===== src/pic_defs.vh =====
`ifndef PIC_DEFS_VH
`define PIC_DEFS_VH
`define PIC_NSRC 8
`define PIC_A_FLAG 5'h00
`define PIC_A_ISP 5'h01
`define PIC_A_USP 5'h02
`define PIC_A_ESEL 5'h03
`define PIC_A_STAT 5'h04
`define PIC_A_CTRL0 5'h08
`define PIC_C_PEND 3
`define PIC_C_POL 4
`define PIC_F_D 2
`define PIC_F_I 6
`define PIC_F_U 7
`define PIC_RST_FLAG 16'h0000
`define PIC_RST_SP 16'h0000
`define PIC_INFO_ADDR 20'h00000
`define PIC_VEC_BASE 20'hffd00
`define PIC_FIX_BASE 20'hfffe0
`define PIC_TRAP_LO 6'd32
`define PIC_IPL_WDT 3'h7
`define PIC_K_MASK 3'h0
`define PIC_K_TRAP 3'h1
`define PIC_K_DBC 3'h2
`define PIC_K_WDT 3'h3
`define PIC_K_STEP 3'h4
`define PIC_K_AM 3'h5
`endif


===== src/pic_priority_interrupt_control.v =====
// Design decisions made here: the strobed register port and the placing of the registers.
`timescale 1ns/1ps
`default_nettype none
`include "pic_defs.vh"
module pic_priority_interrupt_control (
	input wire mclk,
	input wire rst_n,
	input wire [4:0] reg_addr,
	input wire [15:0] reg_wdata,
	input wire reg_we,
	input wire reg_re,
	output reg [15:0] reg_rdata,
	input wire [3:0] ext_pin,
	input wire [3:0] periph_req,
	input wire instr_done,
	input wire string_op_active,
	input wire trap_req,
	input wire [5:0] trap_num,
	input wire dbc_req,
	input wire wdt_req,
	input wire step_req,
	input wire addr_match_req,
	input wire reti_req,
	input wire [19:0] cur_pc,
	output wire seq_busy,
	output wire suspend,
	output wire info_rd,
	output wire [19:0] info_addr,
	output wire vec_rd,
	output wire [19:0] vec_addr,
	input wire [19:0] vec_rdata,
	output wire stk_we,
	output wire stk_re,
	output wire stk_byte,
	output wire [19:0] stk_addr,
	output wire [15:0] stk_wdata,
	input wire [15:0] stk_rdata,
	output reg pc_load,
	output reg [19:0] pc_out,
	output wire [15:0] flags_out
);
	localparam S_IDLE = 4'd0;
	localparam S_INFO = 4'd1;
	localparam S_FLG = 4'd2;
	localparam S_PSHF = 4'd3;
	localparam S_PSHP = 4'd4;
	localparam S_VEC = 4'd5;
	localparam S_POPP = 4'd6;
	localparam S_POPF = 4'd7;
	localparam S_POPD = 4'd8;

	// interrupt number of each maskable source
	function [5:0] src_num;
		input [2:0] s;
		begin
			case (s)
				3'd0: src_num = 6'd29;
				3'd1: src_num = 6'd30;
				3'd2: src_num = 6'd31;
				3'd3: src_num = 6'd4;
				3'd4: src_num = 6'd21;
				3'd5: src_num = 6'd22;
				3'd6: src_num = 6'd23;
				default: src_num = 6'd24;
			endcase
		end
	endfunction

	reg [3:0] state_q;
	reg [15:0] flag_q;
	reg [15:0] isp_q;
	reg [15:0] usp_q;
	reg [3:0] esel_q;
	reg [7:0] pend_q;
	reg [2:0] lvl_q [0:7];
	reg [7:0] pol_q;
	reg [3:0] pin_q;
	reg primed_q;
	reg [3:0] spec_q;
	reg [2:0] kind_q;
	reg [5:0] num_q;
	reg [2:0] src_q;
	reg [2:0] alvl_q;
	reg [15:0] tmp_flg_q;
	reg [19:0] tmp_pc_q;
	reg use_usp_q;
	reg odd_q;
	reg bph_q;
	reg [15:0] pop_pc_q;
	reg [2:0] best_lvl;
	reg [2:0] best_src;
	reg best_ok;
	reg [2:0] sel_kind;
	reg sel_ok;
	reg [15:0] rd_d;
	integer i;
	integer j;

	wire [2:0] current_priority_threshold = flag_q[14:12];
	wire [3:0] ext_edge;
	wire [7:0] src_req;
	wire [7:0] hw_clr;
	wire [15:0] sp_cur;
	wire [15:0] item0;
	wire [15:0] push_data;
	wire push_st;
	wire [15:0] push_off;

	genvar g;
	generate
		for (g = 0; g < 4; g = g + 1)
		begin : g_ext
			// both edges when select set, else polarity 1 rising / 0 falling
			assign ext_edge[g] = primed_q && (esel_q[g] ? (ext_pin[g] ^ pin_q[g]) :
				(pol_q[g] ? (ext_pin[g] & ~pin_q[g]) : (~ext_pin[g] & pin_q[g])));
		end
	endgenerate

	// no edge before the first sample after reset is taken
	always @(posedge mclk or negedge rst_n)
	begin
		if (!rst_n)
		begin
			pin_q <= 4'h0;
			primed_q <= 1'b0;
		end
		else
		begin
			pin_q <= ext_pin;
			primed_q <= 1'b1;
		end
	end

	assign src_req = {periph_req, ext_edge};
	assign hw_clr = (state_q == S_INFO && kind_q == `PIC_K_MASK) ? (8'h01 << src_q) : 8'h00;

	always @(posedge mclk or negedge rst_n)
	begin
		if (!rst_n)
		begin
			pend_q <= 8'h00;
			pol_q <= 8'h00;
			for (i = 0; i < `PIC_NSRC; i = i + 1)
				lvl_q[i] <= 3'h0;
		end
		else
		begin
			for (i = 0; i < `PIC_NSRC; i = i + 1)
			begin
				// set beats any clear in the same cycle
				if (src_req[i])
					pend_q[i] <= 1'b1;
				else if (hw_clr[i])
					pend_q[i] <= 1'b0;
				else if (reg_we && reg_addr == (`PIC_A_CTRL0 + i[4:0]) && !reg_wdata[`PIC_C_PEND])
					pend_q[i] <= 1'b0;
				if (reg_we && reg_addr == (`PIC_A_CTRL0 + i[4:0]))
				begin
					lvl_q[i] <= reg_wdata[2:0];
					pol_q[i] <= reg_wdata[`PIC_C_POL];
				end
			end
		end
	end

	// special sources held until their own acceptance
	always @(posedge mclk or negedge rst_n)
	begin
		if (!rst_n)
			spec_q <= 4'h0;
		else
		begin
			spec_q[0] <= dbc_req | (spec_q[0] & ~(state_q == S_INFO && kind_q == `PIC_K_DBC));
			spec_q[1] <= wdt_req | (spec_q[1] & ~(state_q == S_INFO && kind_q == `PIC_K_WDT));
			spec_q[2] <= step_req | (spec_q[2] & ~(state_q == S_INFO && kind_q == `PIC_K_STEP));
			spec_q[3] <= addr_match_req | (spec_q[3] & ~(state_q == S_INFO && kind_q == `PIC_K_AM));
		end
	end

	// resolver; strict compare keeps the lowest index on a level tie
	always @*
	begin
		best_lvl = current_priority_threshold;
		best_src = 3'h0;
		best_ok = 1'b0;
		// own loop index so the clocked loop and this one never share a variable
		for (j = 0; j < `PIC_NSRC; j = j + 1)
		begin
			if (pend_q[j] && lvl_q[j] > best_lvl)
			begin
				best_lvl = lvl_q[j];
				best_src = j[2:0];
				best_ok = 1'b1;
			end
		end
	end

	always @*
	begin
		sel_ok = 1'b1;
		sel_kind = `PIC_K_MASK;
		if (spec_q[0])
			sel_kind = `PIC_K_DBC;
		else if (spec_q[1])
			sel_kind = `PIC_K_WDT;
		else if (trap_req && instr_done)
			sel_kind = `PIC_K_TRAP;
		else if (best_ok && flag_q[`PIC_F_I])
			sel_kind = `PIC_K_MASK;
		else if (spec_q[2] && flag_q[`PIC_F_D])
			sel_kind = `PIC_K_STEP;
		else if (spec_q[3])
			sel_kind = `PIC_K_AM;
		else
			sel_ok = 1'b0;
	end

	wire eval = instr_done | string_op_active;
	wire take = state_q == S_IDLE && !reti_req && eval && sel_ok;
	assign suspend = take && !instr_done;
	wire trap_hi = trap_num >= `PIC_TRAP_LO;

	assign sp_cur = use_usp_q ? usp_q : isp_q;
	assign item0 = {tmp_pc_q[19:16], 1'b0, tmp_flg_q[14:12], tmp_flg_q[7:0]};
	assign push_data = (state_q == S_PSHF) ? item0 : tmp_pc_q[15:0];
	assign push_st = state_q == S_PSHF || state_q == S_PSHP;
	// odd pointer: high byte first at sp-1, then low byte at sp-2
	assign push_off = (odd_q && !bph_q) ? 16'h0001 : 16'h0002;
	assign stk_we = push_st;
	assign stk_byte = push_st && odd_q;
	assign stk_wdata = !odd_q ? push_data : (bph_q ? {8'h00, push_data[7:0]} : {8'h00, push_data[15:8]});
	assign stk_re = state_q == S_POPP || state_q == S_POPF;
	assign stk_addr = {4'h0, push_st ? (sp_cur - push_off) :
		(state_q == S_POPF ? (sp_cur + 16'h0002) : sp_cur)};
	assign info_rd = state_q == S_INFO && kind_q == `PIC_K_MASK;
	assign info_addr = `PIC_INFO_ADDR;
	assign vec_rd = state_q == S_VEC;
	assign vec_addr = (kind_q == `PIC_K_MASK || kind_q == `PIC_K_TRAP) ?
		(`PIC_VEC_BASE + {12'h000, num_q, 2'b00}) : (`PIC_FIX_BASE + {15'h0000, kind_q, 2'b00});
	assign seq_busy = state_q != S_IDLE;
	assign flags_out = flag_q;

	always @(posedge mclk or negedge rst_n)
	begin
		if (!rst_n)
		begin
			state_q <= S_IDLE;
			flag_q <= `PIC_RST_FLAG;
			isp_q <= `PIC_RST_SP;
			usp_q <= `PIC_RST_SP;
			esel_q <= 4'h0;
			kind_q <= `PIC_K_MASK;
			num_q <= 6'h00;
			src_q <= 3'h0;
			alvl_q <= 3'h0;
			tmp_flg_q <= 16'h0000;
			tmp_pc_q <= 20'h00000;
			use_usp_q <= 1'b0;
			odd_q <= 1'b0;
			bph_q <= 1'b0;
			pop_pc_q <= 16'h0000;
			pc_load <= 1'b0;
			pc_out <= 20'h00000;
		end
		else
		begin
			pc_load <= 1'b0;
			if (reg_we && state_q == S_IDLE)
			begin
				case (reg_addr)
					`PIC_A_FLAG: flag_q <= reg_wdata;
					`PIC_A_ISP: isp_q <= reg_wdata;
					`PIC_A_USP: usp_q <= reg_wdata;
					`PIC_A_ESEL: esel_q <= reg_wdata[3:0];
					default: ;
				endcase
			end
			case (state_q)
				S_IDLE:
				begin
					bph_q <= 1'b0;
					if (reti_req)
					begin
						use_usp_q <= flag_q[`PIC_F_U];
						state_q <= S_POPP;
					end
					else if (take)
					begin
						kind_q <= sel_kind;
						src_q <= best_src;
						alvl_q <= best_lvl;
						num_q <= (sel_kind == `PIC_K_TRAP) ? trap_num : src_num(best_src);
						tmp_flg_q <= flag_q;
						tmp_pc_q <= cur_pc;
						use_usp_q <= sel_kind == `PIC_K_TRAP && trap_hi && flag_q[`PIC_F_U];
						odd_q <= (sel_kind == `PIC_K_TRAP && trap_hi && flag_q[`PIC_F_U]) ?
							usp_q[0] : isp_q[0];
						state_q <= S_INFO;
					end
				end
				S_INFO: state_q <= S_FLG;
				S_FLG:
				begin
					flag_q[`PIC_F_I] <= 1'b0;
					flag_q[`PIC_F_D] <= 1'b0;
					if (!(kind_q == `PIC_K_TRAP && num_q >= `PIC_TRAP_LO))
						flag_q[`PIC_F_U] <= 1'b0;
					state_q <= S_PSHF;
				end
				S_PSHF, S_PSHP:
				begin
					if (odd_q && !bph_q)
						bph_q <= 1'b1;
					else
					begin
						bph_q <= 1'b0;
						if (use_usp_q)
							usp_q <= usp_q - 16'h0002;
						else
							isp_q <= isp_q - 16'h0002;
						state_q <= (state_q == S_PSHF) ? S_PSHP : S_VEC;
					end
				end
				S_VEC:
				begin
					if (kind_q == `PIC_K_MASK)
						flag_q[14:12] <= alvl_q;
					else if (kind_q == `PIC_K_WDT)
						flag_q[14:12] <= `PIC_IPL_WDT;
					pc_out <= vec_rdata;
					pc_load <= 1'b1;
					state_q <= S_IDLE;
				end
				S_POPP: state_q <= S_POPF;
				S_POPF:
				begin
					pop_pc_q <= stk_rdata;
					state_q <= S_POPD;
				end
				S_POPD:
				begin
					flag_q <= {flag_q[15], stk_rdata[10:8], flag_q[11:8], stk_rdata[7:0]};
					pc_out <= {stk_rdata[15:12], pop_pc_q};
					pc_load <= 1'b1;
					if (use_usp_q)
						usp_q <= usp_q + 16'h0004;
					else
						isp_q <= isp_q + 16'h0004;
					state_q <= S_IDLE;
				end
				default: state_q <= S_IDLE;
			endcase
		end
	end

	always @*
	begin
		rd_d = 16'h0000;
		case (reg_addr)
			`PIC_A_FLAG: rd_d = flag_q;
			`PIC_A_ISP: rd_d = isp_q;
			`PIC_A_USP: rd_d = usp_q;
			`PIC_A_ESEL: rd_d = {12'h000, esel_q};
			`PIC_A_STAT: rd_d = {2'b00, state_q, best_ok, best_lvl, best_src, kind_q};
			default:
			begin
				if (reg_addr[4:3] == 2'b01)
					rd_d = {11'h000, pol_q[reg_addr[2:0]], pend_q[reg_addr[2:0]], lvl_q[reg_addr[2:0]]};
			end
		endcase
	end

	always @(posedge mclk or negedge rst_n)
	begin
		if (!rst_n)
			reg_rdata <= 16'h0000;
		else if (reg_re)
			reg_rdata <= rd_d;
		else
			reg_rdata <= 16'h0000;
	end
endmodule // pic_priority_interrupt_control
`default_nettype wire


===== config.mk =====
export PLATFORM = sky130hd
export DESIGN_NAME = pic_priority_interrupt_control
export DESIGN_NICKNAME = d
export VERILOG_FILES = /design/src/pic_priority_interrupt_control.v
export VERILOG_INCLUDE_DIRS = /design/src
export SDC_FILE = /design/constraint.sdc
export NUM_CORES = 1
export LEC_CHECK = 0
export BUFFER_PORTS_ARGS = -buffer_cell sky130_fd_sc_hd__buf_2
export CORE_MARGIN = 3
export CORE_UTILIZATION = 50
export DETAILED_ROUTE_END_ITERATION = 10
export GPL_TIMING_DRIVEN = 0
export PLACE_DENSITY = 0.72
export SLEW_MARGIN = 0
export SYNTH_ARGS = -nofsm -noshare
export SYNTH_HDL_FRONTEND = slang
export SYNTH_SLANG_ARGS = --single-unit

===== constraint.sdc =====
create_clock -name mclk -period 15.9 [get_ports mclk]
set_input_delay 1.59 -clock mclk [delete_from_list [all_inputs] [get_ports mclk]]
set_output_delay 1.59 -clock mclk [all_outputs]
set_load 0.05 [all_outputs]

# ---- After elaboration in Yosys (flattened, before gate mapping)
# Cells that the tools add are included.
dict set report word_totals {
  output_inout_bits 136
  inputBits 103
  word_cells 344
  ff_bits 211
}
dict set report op_classes {
  n_shift 1
  reduce_logical 82
  order_cmp 12
  addsub 8
  bitwise_logic 36
  eq_ne 35
  mux 122
}
# operator n
set ops {}
lappend ops {{16-bit 2-to-1 mux} 16}
lappend ops {{16-bit case mux with 5 select lines} 1}
lappend ops {{3-bit 2-to-1 mux} 25}
lappend ops {{16-bit case mux with 2 select lines} 2}
lappend ops {{1-bit 2-to-1 mux} 56}
lappend ops {{1-bit logical AND} 46}
lappend ops {{5-bit by 4-bit == test with 1-bit output (second input constant)} 8}
lappend ops {{20-bit case mux with 2 select lines} 1}
lappend ops {{5-bit case mux with 7 select lines} 1}
lappend ops {{16-bit by 3-bit adder with 16-bit output (second input constant)} 2}
lappend ops {{16-bit by 2-bit subtractor with 16-bit output (second input constant)} 2}
lappend ops {{15-bit 2-to-1 mux} 2}
lappend ops {{3-bit nonzero test} 10}
lappend ops {{3-bit greater-than comparator} 8}
lappend ops {{4-bit case mux with 6 select lines} 1}
lappend ops {{20-bit 2-to-1 mux} 1}
lappend ops {{16-bit by 2-bit adder with 16-bit output (second input constant)} 1}
lappend ops {{4-bit by 3-bit == test with 1-bit output (second input constant)} 4}
lappend ops {{8-bit 2-to-1 mux} 2}
lappend ops {{16-bit by 2-bit subtractor with 16-bit output} 1}
lappend ops {{3-bit == test (second input constant)} 5}
lappend ops {{1-bit inverter} 14}
lappend ops {{11-bit by 9-bit adder with 12-bit output (first input constant)} 1}
lappend ops {{1-bit AND} 12}
lappend ops {{other kinds (38)} 74}

# ---- Depth between registers and ports, before layout
dict set report logic_depth {
  ltp_word 34
  mapped_depth 59
}

# ---- Least setup slack after synthesis
# No wires, ideal clock.
dict set report synth_timing {
  path_type {register -> output}
  startpoint {reg flag_q[13] (netlist: flags_out[13])}
  endpoint {out suspend}
  path_slack_ns 2.453
  arrival_time_ns 11.857
  path_stages_with_launch 59
  required_time_ns 14.310
  cell_sequence {dfrtp_1 -> inv_1 -> ha_1 -> and2b_4 -> o31a_1 -> buf_4 -> nand2_4 -> o21ai_0 -> ha_1 -> nor2_1 -> a22o_1 -> mux2_2 -> o221ai_2 -> mux2_4 -> ha_1 -> nor2_1 -> and2_1 -> maj3_1 -> (+23 left out) -> ha_1 -> nand2b_1 -> maj3_1 -> o2111a_1 -> o211ai_4 -> mux2_2 -> ha_1 -> nor2b_1 -> o21ai_0 -> nand2b_1 -> nand3_1 -> nand3_1 -> nor2_1 -> a31oi_4 -> o21ba_1 -> buf_6 -> buf_6 -> nor2b_1}
}
dict set report synth_between {
  elab_chain_len 31
}
# item line_no
set synth_lines {}
lappend synth_lines {{from (decl)} pic_priority_interrupt_control.v:70} ;# reg [15:0] flag_q;
lappend synth_lines {{from (signal assigned)} pic_priority_interrupt_control.v:248} ;# flag_q <= `PIC_RST_FLAG;
lappend synth_lines {{from (signal assigned)} pic_priority_interrupt_control.v:271} ;# `PIC_A_FLAG: flag_q <= reg_wdata;
lappend synth_lines {{from (signal assigned)} pic_priority_interrupt_control.v:327} ;# flag_q[14:12] <= alvl_q;
lappend synth_lines {{3-bit greater-than comparator} pic_priority_interrupt_control.v:189} ;# if (pend_q[j] && lvl_q[j] > best_lvl)
lappend synth_lines {{1-bit logical AND} pic_priority_interrupt_control.v:189}
lappend synth_lines {{3-bit 2-to-1 mux} pic_priority_interrupt_control.v:189}
lappend synth_lines {{3-bit greater-than comparator} pic_priority_interrupt_control.v:189}
lappend synth_lines {{1-bit logical AND} pic_priority_interrupt_control.v:189}
lappend synth_lines {{3-bit 2-to-1 mux} pic_priority_interrupt_control.v:189}
lappend synth_lines {{3-bit greater-than comparator} pic_priority_interrupt_control.v:189}
lappend synth_lines {{1-bit logical AND} pic_priority_interrupt_control.v:189}
lappend synth_lines {{(+15 left out)} -}
lappend synth_lines {{1-bit 2-to-1 mux *} pic_priority_interrupt_control.v:189}
lappend synth_lines {{1-bit logical AND *} pic_priority_interrupt_control.v:208} ;# else if (best_ok && flag_q[`PIC_F_I])
lappend synth_lines {{1-bit 2-to-1 mux *} pic_priority_interrupt_control.v:208}
lappend synth_lines {{1-bit 2-to-1 mux *} pic_priority_interrupt_control.v:206} ;# else if (trap_req && instr_done)
lappend synth_lines {{1-bit 2-to-1 mux *} pic_priority_interrupt_control.v:204} ;# else if (spec_q[1])
lappend synth_lines {{1-bit 2-to-1 mux *} pic_priority_interrupt_control.v:202} ;# if (spec_q[0])
lappend synth_lines {{1-bit logical AND *} pic_priority_interrupt_control.v:219} ;# wire take = state_q == S_IDLE && !reti_req && eval && sel_ok;
lappend synth_lines {{1-bit logical AND *} pic_priority_interrupt_control.v:220} ;# assign suspend = take && !instr_done;
lappend synth_lines {{to (decl)} pic_priority_interrupt_control.v:26} ;# output wire suspend,
# Every way passes the cells marked *; elsewhere a longest branch is shown, timed or not.

# ---- Worst setup path after layout
# Same ends and word-level chain as after synthesis.

==> summary.txt <==
Placement
  • Post-DP HPWL: around 34000 um
  • GPL Wtd Cong: 0.971
  • Port Buf Inserts: around 200
  • Inst Count DP: approximately 2.0k

Logic synthesis
  • Post-Syn Area per Cell: 9.32 um^2
  • Primary FF master, synth: dfrtp_1
  • Fraction of synthesis flops using an asynchronous set or reset pin: between 90% and 100%
  • Area leader, netlist: dfrtp_1
  • Seq/Total Area, Yosys: about two fifths
  • Mapped Area: between 0.01 and 0.015 mm^2
  • Count of mapped cells out of synthesis: around 1.4k
  • Number of register bits inferred by synthesis: between 200 and 250
  • Distinct cell type count of the synthesized netlist: 87
  • Post-synth EDFFs: 0
  • Top-area cell type share of the netlist area: between 30% and 40%
  • Most area-consuming cells after synthesis: dfrtp_1 (39%), mux2_2 (6.8%), nand2_1 (5.4%)
  • Total of warnings raised by yosys: 0

Floorplan
  • Overall die area: 0.0285 mm^2
  • Rows: about 60
  • Floorplan die width: ~170 um
  • I/O pin cnt: 239
  • Placeable core region: between 0.02 and 0.03 mm^2
  • Effective utilization at floorplan: between 50% and 60%
  • Die Height: around 170 um

Layout
  • Commonest cells after routing, fill and taps aside: dfrtp_1 (207), buf_2 (203), nand2_1 (192)
  • Count of non-filler cells in the finished layout: between 2k and 2.5k
  • Fraction of final layout cells sized beyond drive strength 1: around a quarter
  • Final core utilization: between 60% and 70%
  • Antenna diode count: 0
  • Synthesis-to-layout area growth: 18.3%
  • Leading cell type in the layout, fill and taps excluded: dfrtp_1
  • Total Nets Final: around 1.8k

Timing
  • Final setup fails: 0
  • Final min period: ~15000 ps
  • Final-report hold violation count: 0
  • Smallest hold slack: about 470 ps
  • Number of pins with negative max-slew slack in the final report: 0
  • Max_slew headroom: between 30% and 40%
  • Final worst clock skew: ~11 ps
  • Summed negative setup slack over all endpoints: 0 ps
  • Final critical-path share of the clock period: a little over nine tenths
  • Max Fclk: approximately 0.067 GHz
  • RSZ-0062 raised after global routing: no
  • Slew at the pin closest to its max-slew limit: approximately 1000 ps

Clock tree
  • CTS tree: done
  • Number of clock sinks: 207
  • Clock-pin slew of the registers on the worst-case setup and hold paths: ~60 ps
  • Clock Latency Late Sink: 530 ps
  • Number of H-tree levels: 1
  • Number of buffers on the longest clock path: 3
  • Number of clock buffers inserted by TritonCTS: 24
  • Cell at the root of the clock tree: clkbuf_16

GRT
  • Vias in the first global route: about 12k
  • Pin count of the biggest net entering global routing: 77
  • Global-route wire length before repair: approximately 68000 um
  • Global-route congestion overflow total: 0
  • Global Route Usage Sum: between 30% and 40%
  • Antenna violations before repair: 0

Critical path
  • Element type at the critical path end: output pin
  • Largest fanout on the critical path: 10
  • Type of the setup path with the least slack: reg -> out
  • Worst Setup Start Kind: register
  • Cell mode on critical path: ha_1
  • Cell with the largest stage delay on the worst path: dfrtp_1
  • CP Data Required Time: around 14000 ps
  • Max incr delay on CP: between 700 and 800 ps
  • Arrival time reported for the critical path endpoint: ~13000 ps

Detailed routing
  • Routed via count: ~12k
  • Final wirelength: 44200 um
  • Number of search-and-repair iterations in the first detailed-routing pass: 9
  • Total DRC errors in the routed layout: 0
  • Number of routed nets with antenna violations: 0
  • Vias/cell: roughly 6.1
  • Average detailed-routed wire length per instance: 21.7 um
  • Number of DRC markers after the initial detailed-route iteration: 1325

Worst hold path
  • Hold crit path type: reg -> reg

Pwr
  • Leakage dissipation: ~7 nW
  • Maximum vdd ir drop: a little over 200 uV
  • Total power per unit cell area: about 210 mW/mm^2

Status
  • Run status: finished clean

Run
  • Max-cap violation count: 0
## synth_stat cells, types with 4 or more instances
cell,instances
dfrtp_1,207
nand2_1,192
nor2_1,91
mux2_2,80
clkbuf_1,78
mux2i_1,63
o21ai_0,61
a21oi_1,57
inv_1,51
a22oi_1,41
buf_4,38
nand3_1,38
ha_1,31
nor3_1,27
o22ai_1,27
and3_1,21
a221oi_1,17
nand2b_1,17
nor2b_1,17
mux2_4,16
a211oi_1,14
o221ai_1,14
a221o_1,13
nand4_1,12
o221a_2,12
xnor2_1,12
a21o_1,11
or3_1,11
mux4_2,10
o211ai_1,10
a31oi_1,9
xor2_1,9
buf_1,8
nor3b_1,8
and2_1,7
nor4_1,6
buf_2,5
or2_2,5
a21boi_0,4
nand3b_1,4
## power by group
part / total, mW / leakage [nW] / switching (mW) / internal [mW]
clock network: 0.561 / 0.386 / 0.231 / 0.331
registers: 0.869 / 2.52 / 0.164 / 0.705
logic: 1.94 / 4.30 / 1.30 / 0.644
## layer usage
metal | wire, um | GRT usage [%]
met1 | 18000 | 40.8
met2 | 20500 | 48.1
met3 | 3870 | 6.59
met4 | 1880 | 11.3
met5 | 0 | 0
## registers in the layout (all words and copies together), names as in the netlist, 3 cells and up
register and cells:
lvl_q 24, pol_q 8, kind_q 3, esel_q 4
state_q 4, usp_q 16, pc_out 20, alvl_q 3
num_q 6, src_q 3, pend_q 8, reg_rdata 16
pin_q 4, isp_q 16, tmp_flg_q 11, flags_out 16
tmp_pc_q 20, pop_pc_q 16, spec_q 4
## cells by family after synthesis
group | synth area share, %
other cells | 0.0566
simple gates | 16.5
compound gates | 18.2
flops | 39.0
fa+ha+maj | 3.30
buf+inv | 6.56
mux | 15.0
xor+xnor | 1.39
## worst paths after layout
path,from,end,slack (ps),cells past startpoint
max,flags_out[13]$_DFF_PN0_,suspend,890,58
min,pc_out[18]$_DFFE_PN0N_,pc_out[18]$_DFFE_PN0N_,470,2
max reg2reg,flags_out[13]$_DFF_PN0_,tmp_flg_q[14]$_DFFE_PN0P_,2900,57
min reg2reg,pc_out[18]$_DFFE_PN0N_,pc_out[18]$_DFFE_PN0N_,470,2
max in group asynchronous,rst_n,spec_q[2]$_DFF_PN0_,14150,2
min in group asynchronous,rst_n,usp_q[10]$_DFF_PN0_,1000,1
## area by class of cell
class,instances,area [um^2]
fillers,2340,10400
multi-input cells,1067,7360
repair buffers,203,1070
plain buffers,132,668
clock buffers,33,674
clock inverters,10,124
well taps,335,419
inverters,53,199
flip-flops and latches,207,5180
## worst max-delay path, delay by kind of cell, from the launching register on
kind	cells	cell delay, ps
AO/OA/AOI/OAI	17	3940
adder cells (fa/ha/maj)	10	3040
buffers and inverters	7	960
flip-flops	1	710
multiplexers	4	1380
AND/OR/NAND/NOR	20	2840
## through the flow
stage / total power [mW] / area, um^2 / worst slack [ps]
floorplan: 2.27 / 13400 / 2450
detailed placement: 2.78 / 14900 / 1010
finish: 3.37 / 15700 / 889
global route: 3.57 / 15700 / 201
CTS: 3.35 / 15700 / 373
global placement: 2.74 / 14800 / 1140
## timing repair
item	CTS	global route
hold buffers	0	0
buffers inserted	0	1
gates resized for setup	0	1
endpoints found under the setup margin	0	1
No activity file was read; power rests on OpenSTA's default activity.
